==> config.mk <==
export PLATFORM = sky130hd
export DESIGN_NAME = twowire_host
export DESIGN_NICKNAME = d
export VERILOG_FILES = /design/src/hdl/twowire_host_pkg.sv /design/src/hdl/twowire_host.sv /design/src/hdl/scl_tick_gen.sv
export VERILOG_INCLUDE_DIRS = /design/src /design/src/hdl
export SDC_FILE = /design/constraint.sdc
export NUM_CORES = 1
export LEC_CHECK = 0
export BUFFER_PORTS_ARGS = -buffer_cell sky130_fd_sc_hd__buf_2
export CAP_MARGIN = 30
export CORE_AREA = 2 2 113 115
export CTS_CLUSTER_SIZE = 40
export DETAILED_ROUTE_END_ITERATION = 8
export DIE_AREA = 0 0 115 117
export GPL_ROUTABILITY_DRIVEN = 0
export PLACE_DENSITY_LB_ADDON = 0.12
export SYNTH_ARGS = -nofsm -noshare
export SYNTH_HDL_FRONTEND = slang
export SYNTH_SLANG_ARGS = --single-unit
==> constraint.sdc <==
create_clock -name clk -period 3.8 [get_ports clk]
set_input_delay 0.38 -clock clk [delete_from_list [all_inputs] [get_ports clk]]
set_output_delay 0.38 -clock clk [all_outputs]
set_load 0.1 [all_outputs]
==> src/hdl/twowire_host_params.svh <==
/*
  Constants for the two-wire host controller that talks to the temperature sensor.
  Assumes a 200 MHz system clock; included by both module files.
*/
`ifndef TWOWIRE_HOST_PARAMS_SVH
`define TWOWIRE_HOST_PARAMS_SVH

`define CLK_FREQ_HZ        200000000
`define SCL_MIN_HZ         1000
`define SCL_MAX_HZ         400000
`define SCL_DEFAULT_HZ     400000
`define SENSOR_ADDR_PREFIX 5'h12
`define GENERAL_CALL_ADDR  7'h00
`define GENERAL_RESET_CMD  8'h06
`define ALERT_RESPONSE_ADDR 7'h0C

`endif

==> src/hdl/twowire_host_pkg.sv <==
/*
  Types shared by the two-wire host controller files.
  Assumes nothing beyond a SystemVerilog compiler.
*/
package twowire_host_pkg;

  // ==========================================================================
  // Commands
  typedef enum logic [2:0] {
    CMD_SET_POINTER,
    CMD_WRITE_REG,
    CMD_READ_REG,
    CMD_ALERT_RESPONSE,
    CMD_GENERAL_RESET
  } host_cmd_t;

endpackage : twowire_host_pkg

==> src/hdl/twowire_host.sv <==
/*
  Bus master that drives the temperature sensor over SCL and SDA.
  Assumes external pull-ups resolve the open-drain pins; one command at a time.
*/
`timescale 1ns/1ps
`include "twowire_host_params.svh"

// How it works
// - SCL kept between 1 and 400 kHz; SCL_HZ is not checked against SCL_MIN_HZ or SCL_MAX_HZ.
// - 16-bit values move upper byte first.
// - Start: SDA falls while SCL high.
// - Stop: SDA rises while SCL high.
// - First written byte is the pointer.
// - Pointer change: write pointer, restart, read.
// - Master ends read with nack then stop.
// - SDA stable while SCL high.
// - Eight data clocks, then one ack clock.
// - Master decides byte count.
// - Ack holds SDA low; last read nacks.
module twowire_host
  import twowire_host_pkg::*;
#(
  parameter int unsigned SCL_HZ = `SCL_DEFAULT_HZ
) (
  // Clock and reset
  input  wire logic        clk,
  input  wire logic        rst,
  // Command port
  input  wire logic        cmd_valid,
  input  wire host_cmd_t   cmd_op,
  input  wire logic [1:0]  cmd_addr_sel,
  input  wire logic [7:0]  cmd_pointer,
  input  wire logic [15:0] cmd_wdata,
  output logic             cmd_ready,
  // Answer port
  output logic             rsp_valid,
  output logic [15:0]      rsp_rdata,
  output logic             rsp_nack,
  // Bus pins
  output logic             scl_o,
  output logic             scl_oe,
  input  wire logic        sda_i,
  output logic             sda_o,
  output logic             sda_oe
);

  localparam int unsigned QUARTER = `CLK_FREQ_HZ / (4 * SCL_HZ);

  // ==========================================================================
  // Bit phases and sequencer
  typedef enum logic [2:0] {S_IDLE, S_START, S_BIT, S_STOP, S_DONE} state_t;

  state_t      state_reg, state_next;
  logic [1:0]  phase_reg, phase_next;
  logic [3:0]  bit_reg, bit_next;
  logic [2:0]  byte_reg, byte_next;
  logic [2:0]  nbytes_reg, nbytes_next;
  logic [2:0]  restart_at_reg, restart_at_next;
  logic [7:0]  tx_reg, tx_next;
  logic [7:0]  rx_reg, rx_next;
  logic        rd_reg, rd_next;
  host_cmd_t   op_reg, op_next;
  logic [6:0]  addr_reg, addr_next;
  logic [7:0]  ptr_reg, ptr_next;
  logic [15:0] wdata_reg, wdata_next;
  logic [15:0] rdata_reg, rdata_next;
  logic        nack_reg, nack_next;
  logic        scl_reg, scl_next;
  logic        sdalow_reg, sdalow_next;
  logic        ready_next, rvalid_next;
  logic        sda_meta, sda_sync;
  logic        tick;

  scl_tick_gen #(.QUARTER_CYCLES(QUARTER)) u_tick (
    .clk (clk),
    .rst (rst),
    .run (state_reg != S_IDLE && state_reg != S_DONE),
    .tick(tick)
  );

  always_ff @(posedge clk or posedge rst) begin
    if (rst) begin
      sda_meta <= 1'b1;
      sda_sync <= 1'b1;
    end else begin
      sda_meta <= sda_i;
      sda_sync <= sda_meta;
    end
  end

  // Byte k of the frame; the read address byte follows a restart.
  function automatic logic [7:0] frame_byte(input host_cmd_t op, input logic [2:0] k,
                                            input logic [6:0] a, input logic [7:0] p,
                                            input logic [15:0] w);
    logic [7:0] b;
    b = 8'hFF;
    unique case (op)
      CMD_GENERAL_RESET:  b = (k == 3'd0) ? {`GENERAL_CALL_ADDR, 1'b0}
                                          : `GENERAL_RESET_CMD;
      CMD_ALERT_RESPONSE: b = {`ALERT_RESPONSE_ADDR, 1'b1};
      CMD_SET_POINTER:    b = (k == 3'd0) ? {a, 1'b0} : p;
      CMD_WRITE_REG: begin
        if (k == 3'd0) b = {a, 1'b0};
        else if (k == 3'd1) b = p;
        else if (k == 3'd2) b = w[15:8];
        else b = w[7:0];
      end
      CMD_READ_REG: begin
        if (k == 3'd0) b = {a, 1'b0};
        else if (k == 3'd1) b = p;
        else b = {a, 1'b1};
      end
    endcase
    return b;
  endfunction : frame_byte

  always_comb begin
    state_next      = state_reg;
    phase_next      = phase_reg;
    bit_next        = bit_reg;
    byte_next       = byte_reg;
    nbytes_next     = nbytes_reg;
    restart_at_next = restart_at_reg;
    tx_next         = tx_reg;
    rx_next         = rx_reg;
    rd_next         = rd_reg;
    op_next         = op_reg;
    addr_next       = addr_reg;
    ptr_next        = ptr_reg;
    wdata_next      = wdata_reg;
    rdata_next      = rdata_reg;
    nack_next       = nack_reg;
    scl_next        = scl_reg;
    sdalow_next     = sdalow_reg;
    ready_next      = 1'b0;
    rvalid_next     = 1'b0;
    unique case (state_reg)
      S_IDLE: begin
        ready_next = 1'b1;
        if (cmd_valid && cmd_ready) begin
          ready_next = 1'b0;
          op_next    = cmd_op;
          addr_next  = {`SENSOR_ADDR_PREFIX, cmd_addr_sel};
          ptr_next   = cmd_pointer;
          wdata_next = cmd_wdata;
          nack_next  = 1'b0;
          rdata_next = 16'h0000;
          // Frame sizes in bytes including address bytes; register reads add three to the pointer write.
          unique case (cmd_op)
            CMD_SET_POINTER:    nbytes_next = 3'd2;
            CMD_WRITE_REG:      nbytes_next = 3'd4;
            CMD_READ_REG:       nbytes_next = 3'd5;
            CMD_ALERT_RESPONSE: nbytes_next = 3'd2;
            CMD_GENERAL_RESET:  nbytes_next = 3'd2;
          endcase
          restart_at_next = (cmd_op == CMD_READ_REG) ? 3'd2 : 3'd7;
          byte_next  = 3'd0;
          phase_next = 2'd0;
          state_next = S_START;
        end
      end
      S_START: if (tick) begin
        // Quarters: SDA/SCL high, SDA low, SCL low; then first bit.
        phase_next = phase_reg + 2'd1;
        unique case (phase_reg)
          2'd0: begin sdalow_next = 1'b0; scl_next = 1'b1; end
          2'd1: sdalow_next = 1'b1;
          2'd2: scl_next = 1'b0;
          2'd3: begin
            tx_next    = frame_byte(op_reg, byte_reg, addr_reg, ptr_reg, wdata_reg);
            rd_next    = 1'b0;
            bit_next   = 4'd0;
            state_next = S_BIT;
          end
        endcase
      end
      S_BIT: if (tick) begin
        phase_next = phase_reg + 2'd1;
        unique case (phase_reg)
          2'd0: begin
            // SDA only changes while SCL is low.
            if (bit_reg < 4'd8) sdalow_next = rd_reg ? 1'b0 : !tx_reg[7];
            else if (rd_reg) sdalow_next = (byte_reg != nbytes_reg - 3'd1);
            else sdalow_next = 1'b0;
          end
          2'd1: scl_next = 1'b1;
          2'd2: begin
            if (bit_reg < 4'd8) begin
              rx_next = {rx_reg[6:0], sda_sync};
              tx_next = {tx_reg[6:0], 1'b1};
            end else if (!rd_reg && sda_sync) begin
              nack_next = 1'b1;
            end
          end
          2'd3: begin
            scl_next = 1'b0;
            if (bit_reg < 4'd8) begin
              bit_next = bit_reg + 4'd1;
            end else begin
              if (rd_reg) rdata_next = {rdata_reg[7:0], rx_reg};
              if (op_reg == CMD_ALERT_RESPONSE && byte_reg == 3'd1) begin
                rdata_next = {8'h00, rx_reg};
              end
              byte_next = byte_reg + 3'd1;
              bit_next  = 4'd0;
              if (nack_next || byte_reg + 3'd1 == nbytes_reg) begin
                // SDA is pulled a quarter later, so it never moves with the SCL edge.
                state_next  = S_STOP;
              end else if (byte_reg + 3'd1 == restart_at_reg) begin
                sdalow_next = 1'b0;
                state_next  = S_START;
              end else begin
                tx_next = frame_byte(op_reg, byte_reg + 3'd1, addr_reg, ptr_reg, wdata_reg);
                rd_next = (op_reg == CMD_READ_REG && byte_reg >= 3'd2) ||
                          (op_reg == CMD_ALERT_RESPONSE);
              end
            end
          end
        endcase
      end
      S_STOP: if (tick) begin
        phase_next = phase_reg + 2'd1;
        unique case (phase_reg)
          2'd0: sdalow_next = 1'b1;
          2'd1: scl_next = 1'b1;
          2'd2: sdalow_next = 1'b0;
          2'd3: state_next = S_DONE;
        endcase
      end
      S_DONE: begin
        rvalid_next = 1'b1;
        state_next  = S_IDLE;
      end
      default: state_next = S_IDLE;
    endcase
  end

  always_ff @(posedge clk or posedge rst) begin
    if (rst) begin
      state_reg      <= S_IDLE;
      phase_reg      <= 2'd0;
      bit_reg        <= 4'd0;
      byte_reg       <= 3'd0;
      nbytes_reg     <= 3'd0;
      restart_at_reg <= 3'd7;
      tx_reg         <= 8'hFF;
      rx_reg         <= 8'h00;
      rd_reg         <= 1'b0;
      op_reg         <= CMD_SET_POINTER;
      addr_reg       <= 7'h00;
      ptr_reg        <= 8'h00;
      wdata_reg      <= 16'h0000;
      rdata_reg      <= 16'h0000;
      nack_reg       <= 1'b0;
      scl_reg        <= 1'b1;
      sdalow_reg     <= 1'b0;
      cmd_ready      <= 1'b0;
      rsp_valid      <= 1'b0;
      rsp_rdata      <= 16'h0000;
      rsp_nack       <= 1'b0;
    end else begin
      state_reg      <= state_next;
      phase_reg      <= phase_next;
      bit_reg        <= bit_next;
      byte_reg       <= byte_next;
      nbytes_reg     <= nbytes_next;
      restart_at_reg <= restart_at_next;
      tx_reg         <= tx_next;
      rx_reg         <= rx_next;
      rd_reg         <= rd_next;
      op_reg         <= op_next;
      addr_reg       <= addr_next;
      ptr_reg        <= ptr_next;
      wdata_reg      <= wdata_next;
      rdata_reg      <= rdata_next;
      nack_reg       <= nack_next;
      scl_reg        <= scl_next;
      sdalow_reg     <= sdalow_next;
      cmd_ready      <= ready_next;
      rsp_valid      <= rvalid_next;
      rsp_rdata      <= rvalid_next ? rdata_reg : rsp_rdata;
      rsp_nack       <= rvalid_next ? nack_reg : rsp_nack;
    end
  end

  // Open drain: drive only low, release for high.
  always_ff @(posedge clk or posedge rst) begin
    if (rst) begin
      scl_oe <= 1'b0;
      sda_oe <= 1'b0;
      scl_o  <= 1'b0;
      sda_o  <= 1'b0;
    end else begin
      scl_oe <= !scl_next;
      sda_oe <= sdalow_next;
      scl_o  <= 1'b0;
      sda_o  <= 1'b0;
    end
  end

  // ==========================================================================
  // Checks
  scl_open_drain_a: assert property (@(posedge clk) disable iff (rst)
    scl_o == 1'b0) else $error("scl driven high");
  sda_stable_a: assert property (@(posedge clk) disable iff (rst)
    (state_reg == S_BIT && !scl_oe && $past(!scl_oe)) |-> $stable(sda_oe))
    else $error("sda changed while scl high");
  start_shape_a: assert property (@(posedge clk) disable iff (rst)
    ($rose(sda_oe) && !scl_oe) |-> state_reg == S_START)
    else $error("sda fell with scl high outside start");
  stop_shape_a: assert property (@(posedge clk) disable iff (rst)
    ($fell(sda_oe) && !scl_oe) |-> state_reg == S_STOP)
    else $error("sda rose with scl high outside stop");
  addr_prefix_a: assert property (@(posedge clk) disable iff (rst)
    (state_reg != S_IDLE) |-> addr_reg[6:2] == `SENSOR_ADDR_PREFIX)
    else $error("bad address prefix");
  done_answer_a: assert property (@(posedge clk) disable iff (rst)
    (state_reg == S_DONE) |=> rsp_valid && cmd_ready == 1'b0)
    else $error("answer missing after frame");
  idle_release_a: assert property (@(posedge clk) disable iff (rst)
    (state_reg == S_IDLE && $past(state_reg) == S_IDLE) |-> !sda_oe && !scl_oe)
    else $error("bus not released when idle");
  bit_count_a: assert property (@(posedge clk) disable iff (rst)
    bit_reg <= 4'd8) else $error("more than nine clocks per byte");

endmodule : twowire_host

==> src/hdl/scl_tick_gen.sv <==
/*
  Divider that produces the quarter-period enable for the SCL waveform.
  Assumes one system clock; the quarter count is fixed by parameter.
*/
`timescale 1ns/1ps
`include "twowire_host_params.svh"

module scl_tick_gen #(
  parameter int unsigned QUARTER_CYCLES = 125
) (
  // Clock and reset
  input  wire logic clk,
  input  wire logic rst,
  // Control
  input  wire logic run,
  output logic      tick
);

  logic [15:0] count_reg;
  logic [15:0] count_next;
  logic        tick_next;

  always_comb begin
    count_next = count_reg;
    tick_next  = 1'b0;
    if (!run) begin
      count_next = 16'h0000;
    end else if (count_reg == 16'(QUARTER_CYCLES - 1)) begin
      count_next = 16'h0000;
      tick_next  = 1'b1;
    end else begin
      count_next = count_reg + 16'h0001;
    end
  end

  always_ff @(posedge clk or posedge rst) begin
    if (rst) begin
      count_reg <= 16'h0000;
      tick      <= 1'b0;
    end else begin
      count_reg <= count_next;
      tick      <= tick_next;
    end
  end

endmodule : scl_tick_gen

==> metrics, run 1 <==
fin util=0.603; PortBufs=between 50 and 60; post-place setup slack=around 1100 ps; Die Width=115 um; fin. max-slew vios=0; post-CTS resize count=0; pin count of the biggest net entering global routing=78; Slew headroom=0.310; CTS tree=yes; Power Density=390 mW/mm^2; DR WL/cell=16.6 um; Setup Fix Bufs, Post-CTS=0; initial drt markers=467; period utilization=0.722; Post-synth ARST share=1.00; worst vdd ir=0.000299 V; total global routing overflow=0; die area=0.0135 sq mm; final wirelength=14900 um; CTS root buf=clkbuf_16; Crit Path Category=register to register; post-synth cell types=73; met2 wire length=6990 um; WL met3=888 um; clock tree buffer depth=2; total power=between 0.002 and 0.003 W; # IOs=56; max cap viols=0; Worst EP arrival=approximately 3000 ps; Die Span Y=117 um; Worst-Skew Late Latency=420 ps; layout cell share with drive strength beyond 1=0.191; Slew @ Worst Pin=1030 ps; Final Hold Fails=0; final hold slack=55.4 ps; Routed Antenna Nets=0; Mapped Cells=about 700; fin nets=787; Synth Flop Type=dfrtp_1; PnR worst setup slack=1060 ps; number of buffers created by CTS=17; Worst setup SP type=register; crit end category=register; uppermost layer routed=met4; Avg Inst Size Synth=9.29 sq um; register area share after synthesis=0.473; number of global-route vias before repair=5017; worst-path maximum fanout=32; Reg clk slew, reported paths=50 ps; row cnt=41; via count=a little over 5000; H-tree lvl count=4; Antenna diodes=0; Core Box Area=0.0123 sq mm; Lkg Pwr=3.40 nW; HPWL Detailed=10600 um; Hold Buf Count CTS=0; first-pass GRT wire length=24800 um; Post-Syn Area=around 0.0064 sq mm; DR DRC count=0; RSZ-0062 raised after global routing=no; DRT Pass-1 Iters=5; clock skew=4.83 ps; Post-synth EDFFs=0; Fmax=365 MHz; routed length on met1=6760 um; CP Data Required Time=between 4000 and 5000 ps; Worst Hold Class=primary input to register; initial antenna violation count=0; status=completed; count of final setup violators=0; clk sinks=approximately 120; fillcell total=1089; setup TNS=0 ps; vias per cell=5.75; Starting Density=0.522; register bit total from synthesis=between 100 and 150; Area Overhead vs Synth=15.5%; Min Clock Period, post-route=2740 ps; Total GRT Usage=0.238; Yosys warnings=0
-- synthesized netlist by cell type, drive strengths merged (12+ instances only) --
cell	number	share of area
xor2	14	0.019
ha	14	0.027
a21oi	30	0.023
o21ai	54	0.042
dfrtp	109	0.42
inv	21	0.012
dfstp	12	0.049
clkbuf	27	0.016
nand3	18	0.016
nand2	148	0.086
mux2	30	0.053
nor2	43	0.025
nor3	19	0.017
-- worst max-delay path: stages (launching register included) --
cell and delay (ps):
dfrtp_1 450, inv_1 130, ha_1 360, nand2b_1 310, nor3_1 160, o31ai_4 910
o21ai_0 240
-- metrics by stage --
stage | std cells | cell area (sq um)
2_1_floorplan | 693 | 6430
3_3_place_gp | 868 | 6810
3_5_place_dp | 869 | 6810
4_1_cts | 901 | 7390
5_1_grt | 903 | 7420
6_report | 903 | 7420
-- cells in the final DEF, fill, tap and decap left out, types with 3 or more instances in the layout --
cell type / Yosys / routed
buf_2: 3 / 53
o21ai_0: 53 / 53
a41oi_1: 3 / 3
clkbuf_1: 27 / 3
a2111oi_0: 4 / 4
nand3_1: 17 / 17
nand4_1: 3 / 3
nand3b_1: 6 / 6
nor2_1: 43 / 43
mux2i_1: 10 / 10
dfrtp_1: 109 / 109
mux2_2: 30 / 30
a21oi_1: 30 / 30
nand2b_1: 11 / 11
o211ai_1: 6 / 6
clkbuf_16: 0 / 17
nor3_1: 18 / 18
ha_1: 14 / 14
nand2_1: 148 / 148
inv_1: 21 / 20
nor4b_1: 3 / 3
clkinv_2: 0 / 3
clkinvlp_4: 0 / 3
a21o_1: 6 / 6
a31oi_1: 6 / 6
a221oi_1: 5 / 5
o21a_1: 4 / 4
and2_1: 3 / 3
clkinv_4: 0 / 3
and3_1: 4 / 4
o22ai_1: 4 / 4
dfstp_2: 12 / 12
xor2_1: 14 / 14
a22o_1: 4 / 4
or3_1: 4 / 4
xnor2_1: 4 / 4
a22oi_1: 4 / 4
buf_4: 4 / 8
nor2b_1: 8 / 7
-- worst paths after layout --
| path | cells after the start | end | startpoint | slack [ps] |
|---|---|---|---|---|
| worst min-delay path | 1 | sda_meta | sda_i | 60 |
| worst max-delay path | 6 | rdata_reg[1] | byte_reg[1] | 1060 |
| min in group asynchronous | 3 | rsp_rdata[0] | rst | 380 |
| worst max register to register | 6 | rdata_reg[1] | byte_reg[1] | 1060 |
| worst min register to register | 0 | sda_sync | sda_meta | 350 |
| max in group asynchronous | 5 | op_reg[2] | rst | 2490 |
-- per-layer routing --
metal | vias up | GRT usage
li1 | 2514 | -
met1 | 2484 | 0.320
met2 | 163 | 0.374
met3 | 30 | 0.0572
met4 | 0 | 0.0964
met5 | - | 0
-- kinds of logic after synthesis --
kind of cell,after synthesis,share of synthesized area
xor gates and xnor gates,20,0.0306
buffers and inverters,57,0.0362
other,1,0.000583
and+or+nand+nor,283,0.204
muxes,40,0.0681
DFF,121,0.473
AOI/OAI and AO/OA,155,0.158
adders and majority gates,15,0.0288
-- layout make-up --
| class | count | area [sq um] | area share |
|---|---|---|---|
| flip-flops and latches | 121 | 3040 | 0.410 |
| clock buffers | 21 | 450 | 0.0607 |
| well taps | 150 | 188 | 0.0253 |
| multi-input cells | 515 | 3170 | 0.427 |
| repair buffers | 63 | 363 | 0.0489 |
| inverters | 22 | 85.1 | 0.0115 |
| clock inverters | 11 | 124 | 0.0167 |
-- power by group --
| part | internal [W] | total (W) | leakage [nW] | switching, W |
|---|---|---|---|---|
| clock | 0.000978 | 0.00155 | 0.273 | 0.000567 |
| sequential | 0.00129 | 0.00129 | 1.59 | 0.000000607 |
| combinational | 0.0000175 | 0.0000573 | 1.53 | 0.0000398 |
Note: power is estimated with default switching activity, not from simulation.
==> inputs of run 2 (changes only) <==
==> constraint.sdc (replaced) <==
create_clock -name clk -period 2.45 [get_ports clk]
set_input_delay 0.245 -clock clk [delete_from_list [all_inputs] [get_ports clk]]
set_output_delay 0.245 -clock clk [all_outputs]
set_load 0.1 [all_outputs]
==> run 2 against run 1 <==
  * Register-to-register slack got worse by 870 ps
  * First-iteration DRC count rose by 1.3%
  * Die area did not move
  * Highest routed layer unchanged
  * Global-route usage rose by 0.72 points
  * Power rose by 58%
  * Utilization rose by 3.2 points
  * Clock-buffer cell count fell by 2
  * Clock power rose by 59%
  * Combinational power rose by 76%
  * Final area rose by 5.3%
  * Fmax rose by 21%
  * Final cell count rose by 4.7%
==> metrics, run 2 (same netlist as run 1, synthesis figures left out) <==
status=completed; Worst Hold Class=primary input to register; Worst R2R Setup Slack=190 ps; crit end category=register; CP Data Required Time=~2800 ps; Antenna diodes=0; number of buffers created by CTS=17; fin util=0.635; period utilization=0.923; clk sinks=121; Total GRT Usage=0.245; final wirelength=15900 um; PnR worst setup slack=190 ps; Core Box Area=0.0123 sq mm; DR WL/cell=16.8 um; pin count of the biggest net entering global routing=56; hold depth=3; initial antenna violation count=0; area of placed instances=0.00706 sq mm; Slew @ Worst Pin=623 ps; commonest cells after routing, fill and taps aside=nand2_1 (148), dfrtp_1 (109), buf_2 (53); CTS tree=yes; Lkg Pwr=roughly 3.6 nW; count of final setup violators=0; DR DRC count=0; post-route cell area=0.00782 sq mm; Worst setup SP type=register; RSZ-0062 raised after global routing=no; PortBufs=53; commonest non-fill, non-tap cell in the layout=nand2_1; worst r2r path cells=9; row cnt=41; Crit Path Category=register to register; Worst Hold Endpoint=ptr_reg[4]; Worst-Skew Late Latency=around 420 ps; final hold slack=14.8 ps; FF-to-FF Start=byte_reg[0]; Routed Antenna Nets=0; Min Clock Period, post-route=roughly 2300 ps; fin nets=a little over 800; Fmax=442 MHz; Reg clk slew, reported paths=about 60 ps; CTS root buf=clkbuf_16; Die Width=~120 um; worst-path maximum fanout=9; clock skew=7.04 ps; vias per cell=around 5.7; initial drt markers=473; number of global-route vias before repair=4922; fillcell total=1026; first-pass GRT wire length=25400 um; Worst EP arrival=2610 ps; post-place setup slack=-56.5 ps; total global routing overflow=0; Slew headroom=0.585; Starting Density=0.522; # IOs=56; via count=5433; worst vdd ir=0.000433 V; die area=between 0.01 and 0.015 sq mm; Die Span Y=117 um; max cap viols=0; Final Hold Fails=0; layout cell share with drive strength beyond 1=0.228; Area Overhead vs Synth=21.7%; reg2reg end=tx_reg[5]; H-tree lvl count=4; fin. max-slew vios=0; min-delay src=cmd_pointer[4]; DRT Pass-1 Iters=5; Power Density=585 mW/mm^2; HPWL Detailed=between 10000 and 15000 um; clock tree buffer depth=2
[run 2: cell types whose count changed in the layout (fill, tap and decap cells not counted), sizes merged, moves of 2 or more]
| cell | change |
|---|---|
| buf | +30 |
| clkbuf | -2 |
| dlygate4sd3 | +11 |
| inv | +2 |
[run 2: stage by stage]
stage	std cells	total power (W)	setup TNS, ps
finish	945	0.00457	0
global route	945	0.00472	0
CTS	944	0.00462	0
detailed placement	898	0.00213	-80.8
global placement	898	0.00213	0
floorplan	693	0.00209	0
[run 2: report_power, final]
part	internal [W]	switching, W
clock network	0.00153	0.000937
logic	0.0000372	0.0000640
registers	0.00200	0.00000112
[run 2: worst max-delay path: stages, from the launching register on]
cell	delay (ps)
dfrtp_1	470
inv_1	150
ha_1	380
xnor2_1	190
a31oi_4	250
nand3_4	130
a211oi_4	200
buf_4	190
o211ai_1	100
o21a_1	130
[run 2: final cells by class]
class,count,area [sq um],share of cell area
Multi-Input combinational cell,516,3210,0.411
Sequential cell,121,3040,0.389
Timing Repair Buffer,104,703,0.0899
Clock buffer,19,443,0.0566
Tap cell,150,188,0.0240
Clock inverter,13,144,0.0184
Inverter,22,86.3,0.0110
[run 2: how the worst max path moves through the flow]
stage | from | endpoint | slack (ps) | cells after the start
floorplan | cmd_ready | rdata_reg[0] | 150 | 7
CTS | byte_reg[1] | rdata_reg[12] | 8 | 7
detailed placement | byte_reg[0] | tx_reg[5] | -60 | 7
finish | byte_reg[0] | tx_reg[5] | 190 | 9
global route | byte_reg[0] | tx_reg[0] | 10 | 8
global placement | byte_reg[0] | tx_reg[7] | 70 | 8
[run 2: repair_timing]
item	CTS	global route
setup endpoints to repair	3	22
hold buffers	12	0
gates cloned	0	1
endpoints found under the hold margin	29	0
buffers inserted	2	0
gates resized for setup	0	9
pin swaps	2	1
[run 2: layer usage]
layer | part of all wire | routed length, um | track usage | vias up
met5 | 0 | 0 | 0 | -
met2 | 0.46 | 7280 | 0.372 | 206
li1 | - | - | - | 2598
met3 | 0.063 | 1010 | 0.0659 | 19
met4 | 0.016 | 254 | 0.0819 | 0
met1 | 0.46 | 7370 | 0.343 | 2610
==> inputs of run 3 (changes only) <==
--- a/config.mk
+++ b/config.mk
@@ -14,6 +14,7 @@
 export DIE_AREA = 0 0 115 117
 export GPL_ROUTABILITY_DRIVEN = 0
 export PLACE_DENSITY_LB_ADDON = 0.12
+export SKIP_LAST_GASP = 1
 export SYNTH_ARGS = -nofsm -noshare
 export SYNTH_HDL_FRONTEND = slang
 export SYNTH_SLANG_ARGS = --single-unit
==> constraint.sdc (replaced) <==
create_clock -name clk -period 2.2 [get_ports clk]
set_input_delay 0.22 -clock clk [delete_from_list [all_inputs] [get_ports clk]]
set_output_delay 0.22 -clock clk [all_outputs]
set_load 0.1 [all_outputs]
==> run 3 against run 2 <==
  * Clock skew decreased by 2.5 ps
  * Fmax is 5.9% higher
  * Power grew 9.6%
  * Global-route usage increased by 1.1 points
  * Hold slack better by 34 ps
  * Non-clock buffer count grew 29
  * Via count rose by 3.6%
  * Critical endpoint is now tx_reg[0]
  * Largest power group unchanged
==> metrics, run 3 (same netlist as run 1, synthesis figures left out) <==
setup TNS=0 ps; Worst R2R Setup Slack=roughly 66 ps; fillcell total=1004; Slowest cell on crit path=a2111oi_0; number of global-route vias before repair=5393; clock tree buffer depth=2; worst-path maximum fanout=6; layout cell share with drive strength beyond 1=0.253; Routed Antenna Nets=0; initial drt markers=593; crit-path most repeated cell=buf_4; Worst setup SP type=register; worst vdd ir=0.000637 V; commonest cells after routing, fill and taps aside=nand2_1 (148), dfrtp_1 (106), buf_2 (54); reg2reg end=tx_reg[0]; Power Density=617 mW/mm^2; PortBufs=53; placed cells=910; worst r2r path cells=8; commonest non-fill, non-tap cell in the layout=nand2_1; die area=0.0135 sq mm; Die Width=115 um; Worst EP arrival=2480 ps; PnR worst setup slack=roughly 66 ps; crit-path max cell delay=about 540 ps; Core Box Area=0.0123 sq mm; Die Span Y=117 um; first-pass GRT wire length=~27000 um; Slew @ Worst Pin=slightly above 700 ps; Worst path top cell family by delay=compound AO/OA/AOI/OAI gates; crit-path cells=buf_4 > ha_1 > nor2b_1 > buf_4 > mux2i_1 > a2111oi_0 > a2111oi_2 > o21ai_0; FF-to-FF Start=byte_reg[1]; Worst Hold Endpoint=op_reg[0]; CP Data Required Time=2540 ps; count of final setup violators=0; vias per cell=5.79; fin nets=858; total global routing overflow=0; row cnt=41; Final Hold Fails=0; hold depth=3; Crit Path Category=register to register; fin. max-slew vios=0; Area Overhead vs Synth=26.3%; Reg clk slew, reported paths=around 60 ps; final hold slack=48.7 ps; HPWL Detailed=11100 um; RSZ-0062 raised after global routing=yes; Non-Filler Instances=973; CTS root buf=clkbuf_16; DRT Pass-1 Iters=8; max cap viols=0; Starting Density=0.522; fin util=0.659; status=completed; period utilization=0.970; Antenna diodes=0; Slew headroom=0.515; Worst Hold Class=primary input to register; Min Clock Period, post-route=2130 ps; final wirelength=approximately 16000 um; DR WL/cell=16.8 um; via count=5630; Fmax=469 MHz; number of buffers created by CTS=17; post-place setup slack=-126 ps; initial antenna violation count=0; crit end category=register; CTS tree=yes; Worst-Skew Late Latency=420 ps; pin count of the biggest net entering global routing=49; Lkg Pwr=~3.7 nW; # IOs=56; Levels on crit path=8; H-tree lvl count=4; Total GRT Usage=0.256; clk sinks=121; DR DRC count=0; clock skew=4.55 ps; min-delay src=cmd_op[0]; Worst Path Buf+Inv=2
-- run 3: power breakdown --
part           switching (W)  internal, W
combinational      0.0000758    0.0000613
sequential        0.00000142      0.00223
clock                0.00101      0.00163
total                0.00109      0.00392
-- run 3: layout make-up --
class,instances,area (sq um),share of cell area
Multi-Input combinational cell,516,3260,0.401
Clock inverter,11,97.6,0.0120
Clock buffer,20,467,0.0575
Tap cell,150,188,0.0231
Sequential cell,121,3050,0.375
Timing Repair Buffer,133,975,0.120
Inverter,22,86.3,0.0106
-- run 3: worst min-delay path: stages --
cell     delay, ps
buf_2          110
nand2_1         60
nand2_1         50
-- run 3: per-layer routing --
metal | part of all wire | global-route usage | vias to the layer above
li1 | - | - | 2669
met1 | 0.45 | 0.344 | 2703
met2 | 0.46 | 0.403 | 221
met3 | 0.064 | 0.0659 | 37
met4 | 0.019 | 0.0948 | 0
met5 | 0 | 0 | -
-- run 3: worst max-delay path by stage --
stage | startpoint | to | slack [ps]
floorplan | byte_reg[0] | tx_reg[5] | 10
global placement | byte_reg[0] | tx_reg[5] | 10
detailed placement | byte_reg[1] | rdata_reg[13] | -130
CTS | state_reg[1] | tx_reg[3] | 30
global route | byte_reg[0] | tx_reg[2] | -80
finish | byte_reg[1] | tx_reg[0] | 70
-- run 3: stage by stage --
step                      power (W)  cell area [sq um]
after floorplan             0.00232               6440
after global placement      0.00237               7160
after detailed placement    0.00237               7160
after CTS                   0.00506               8040
after global routing        0.00517               8120
final                       0.00501               8120
-- run 3: repair_timing --
item                       4_1_cts  5_1_grt
pin swaps                        1        2
hold endpoints to repair        56        0
setup buffers                    1        1
resized for setup                4       20
cloned                           1        1
hold buffers                    28        0
setup endpoints to repair       23       27
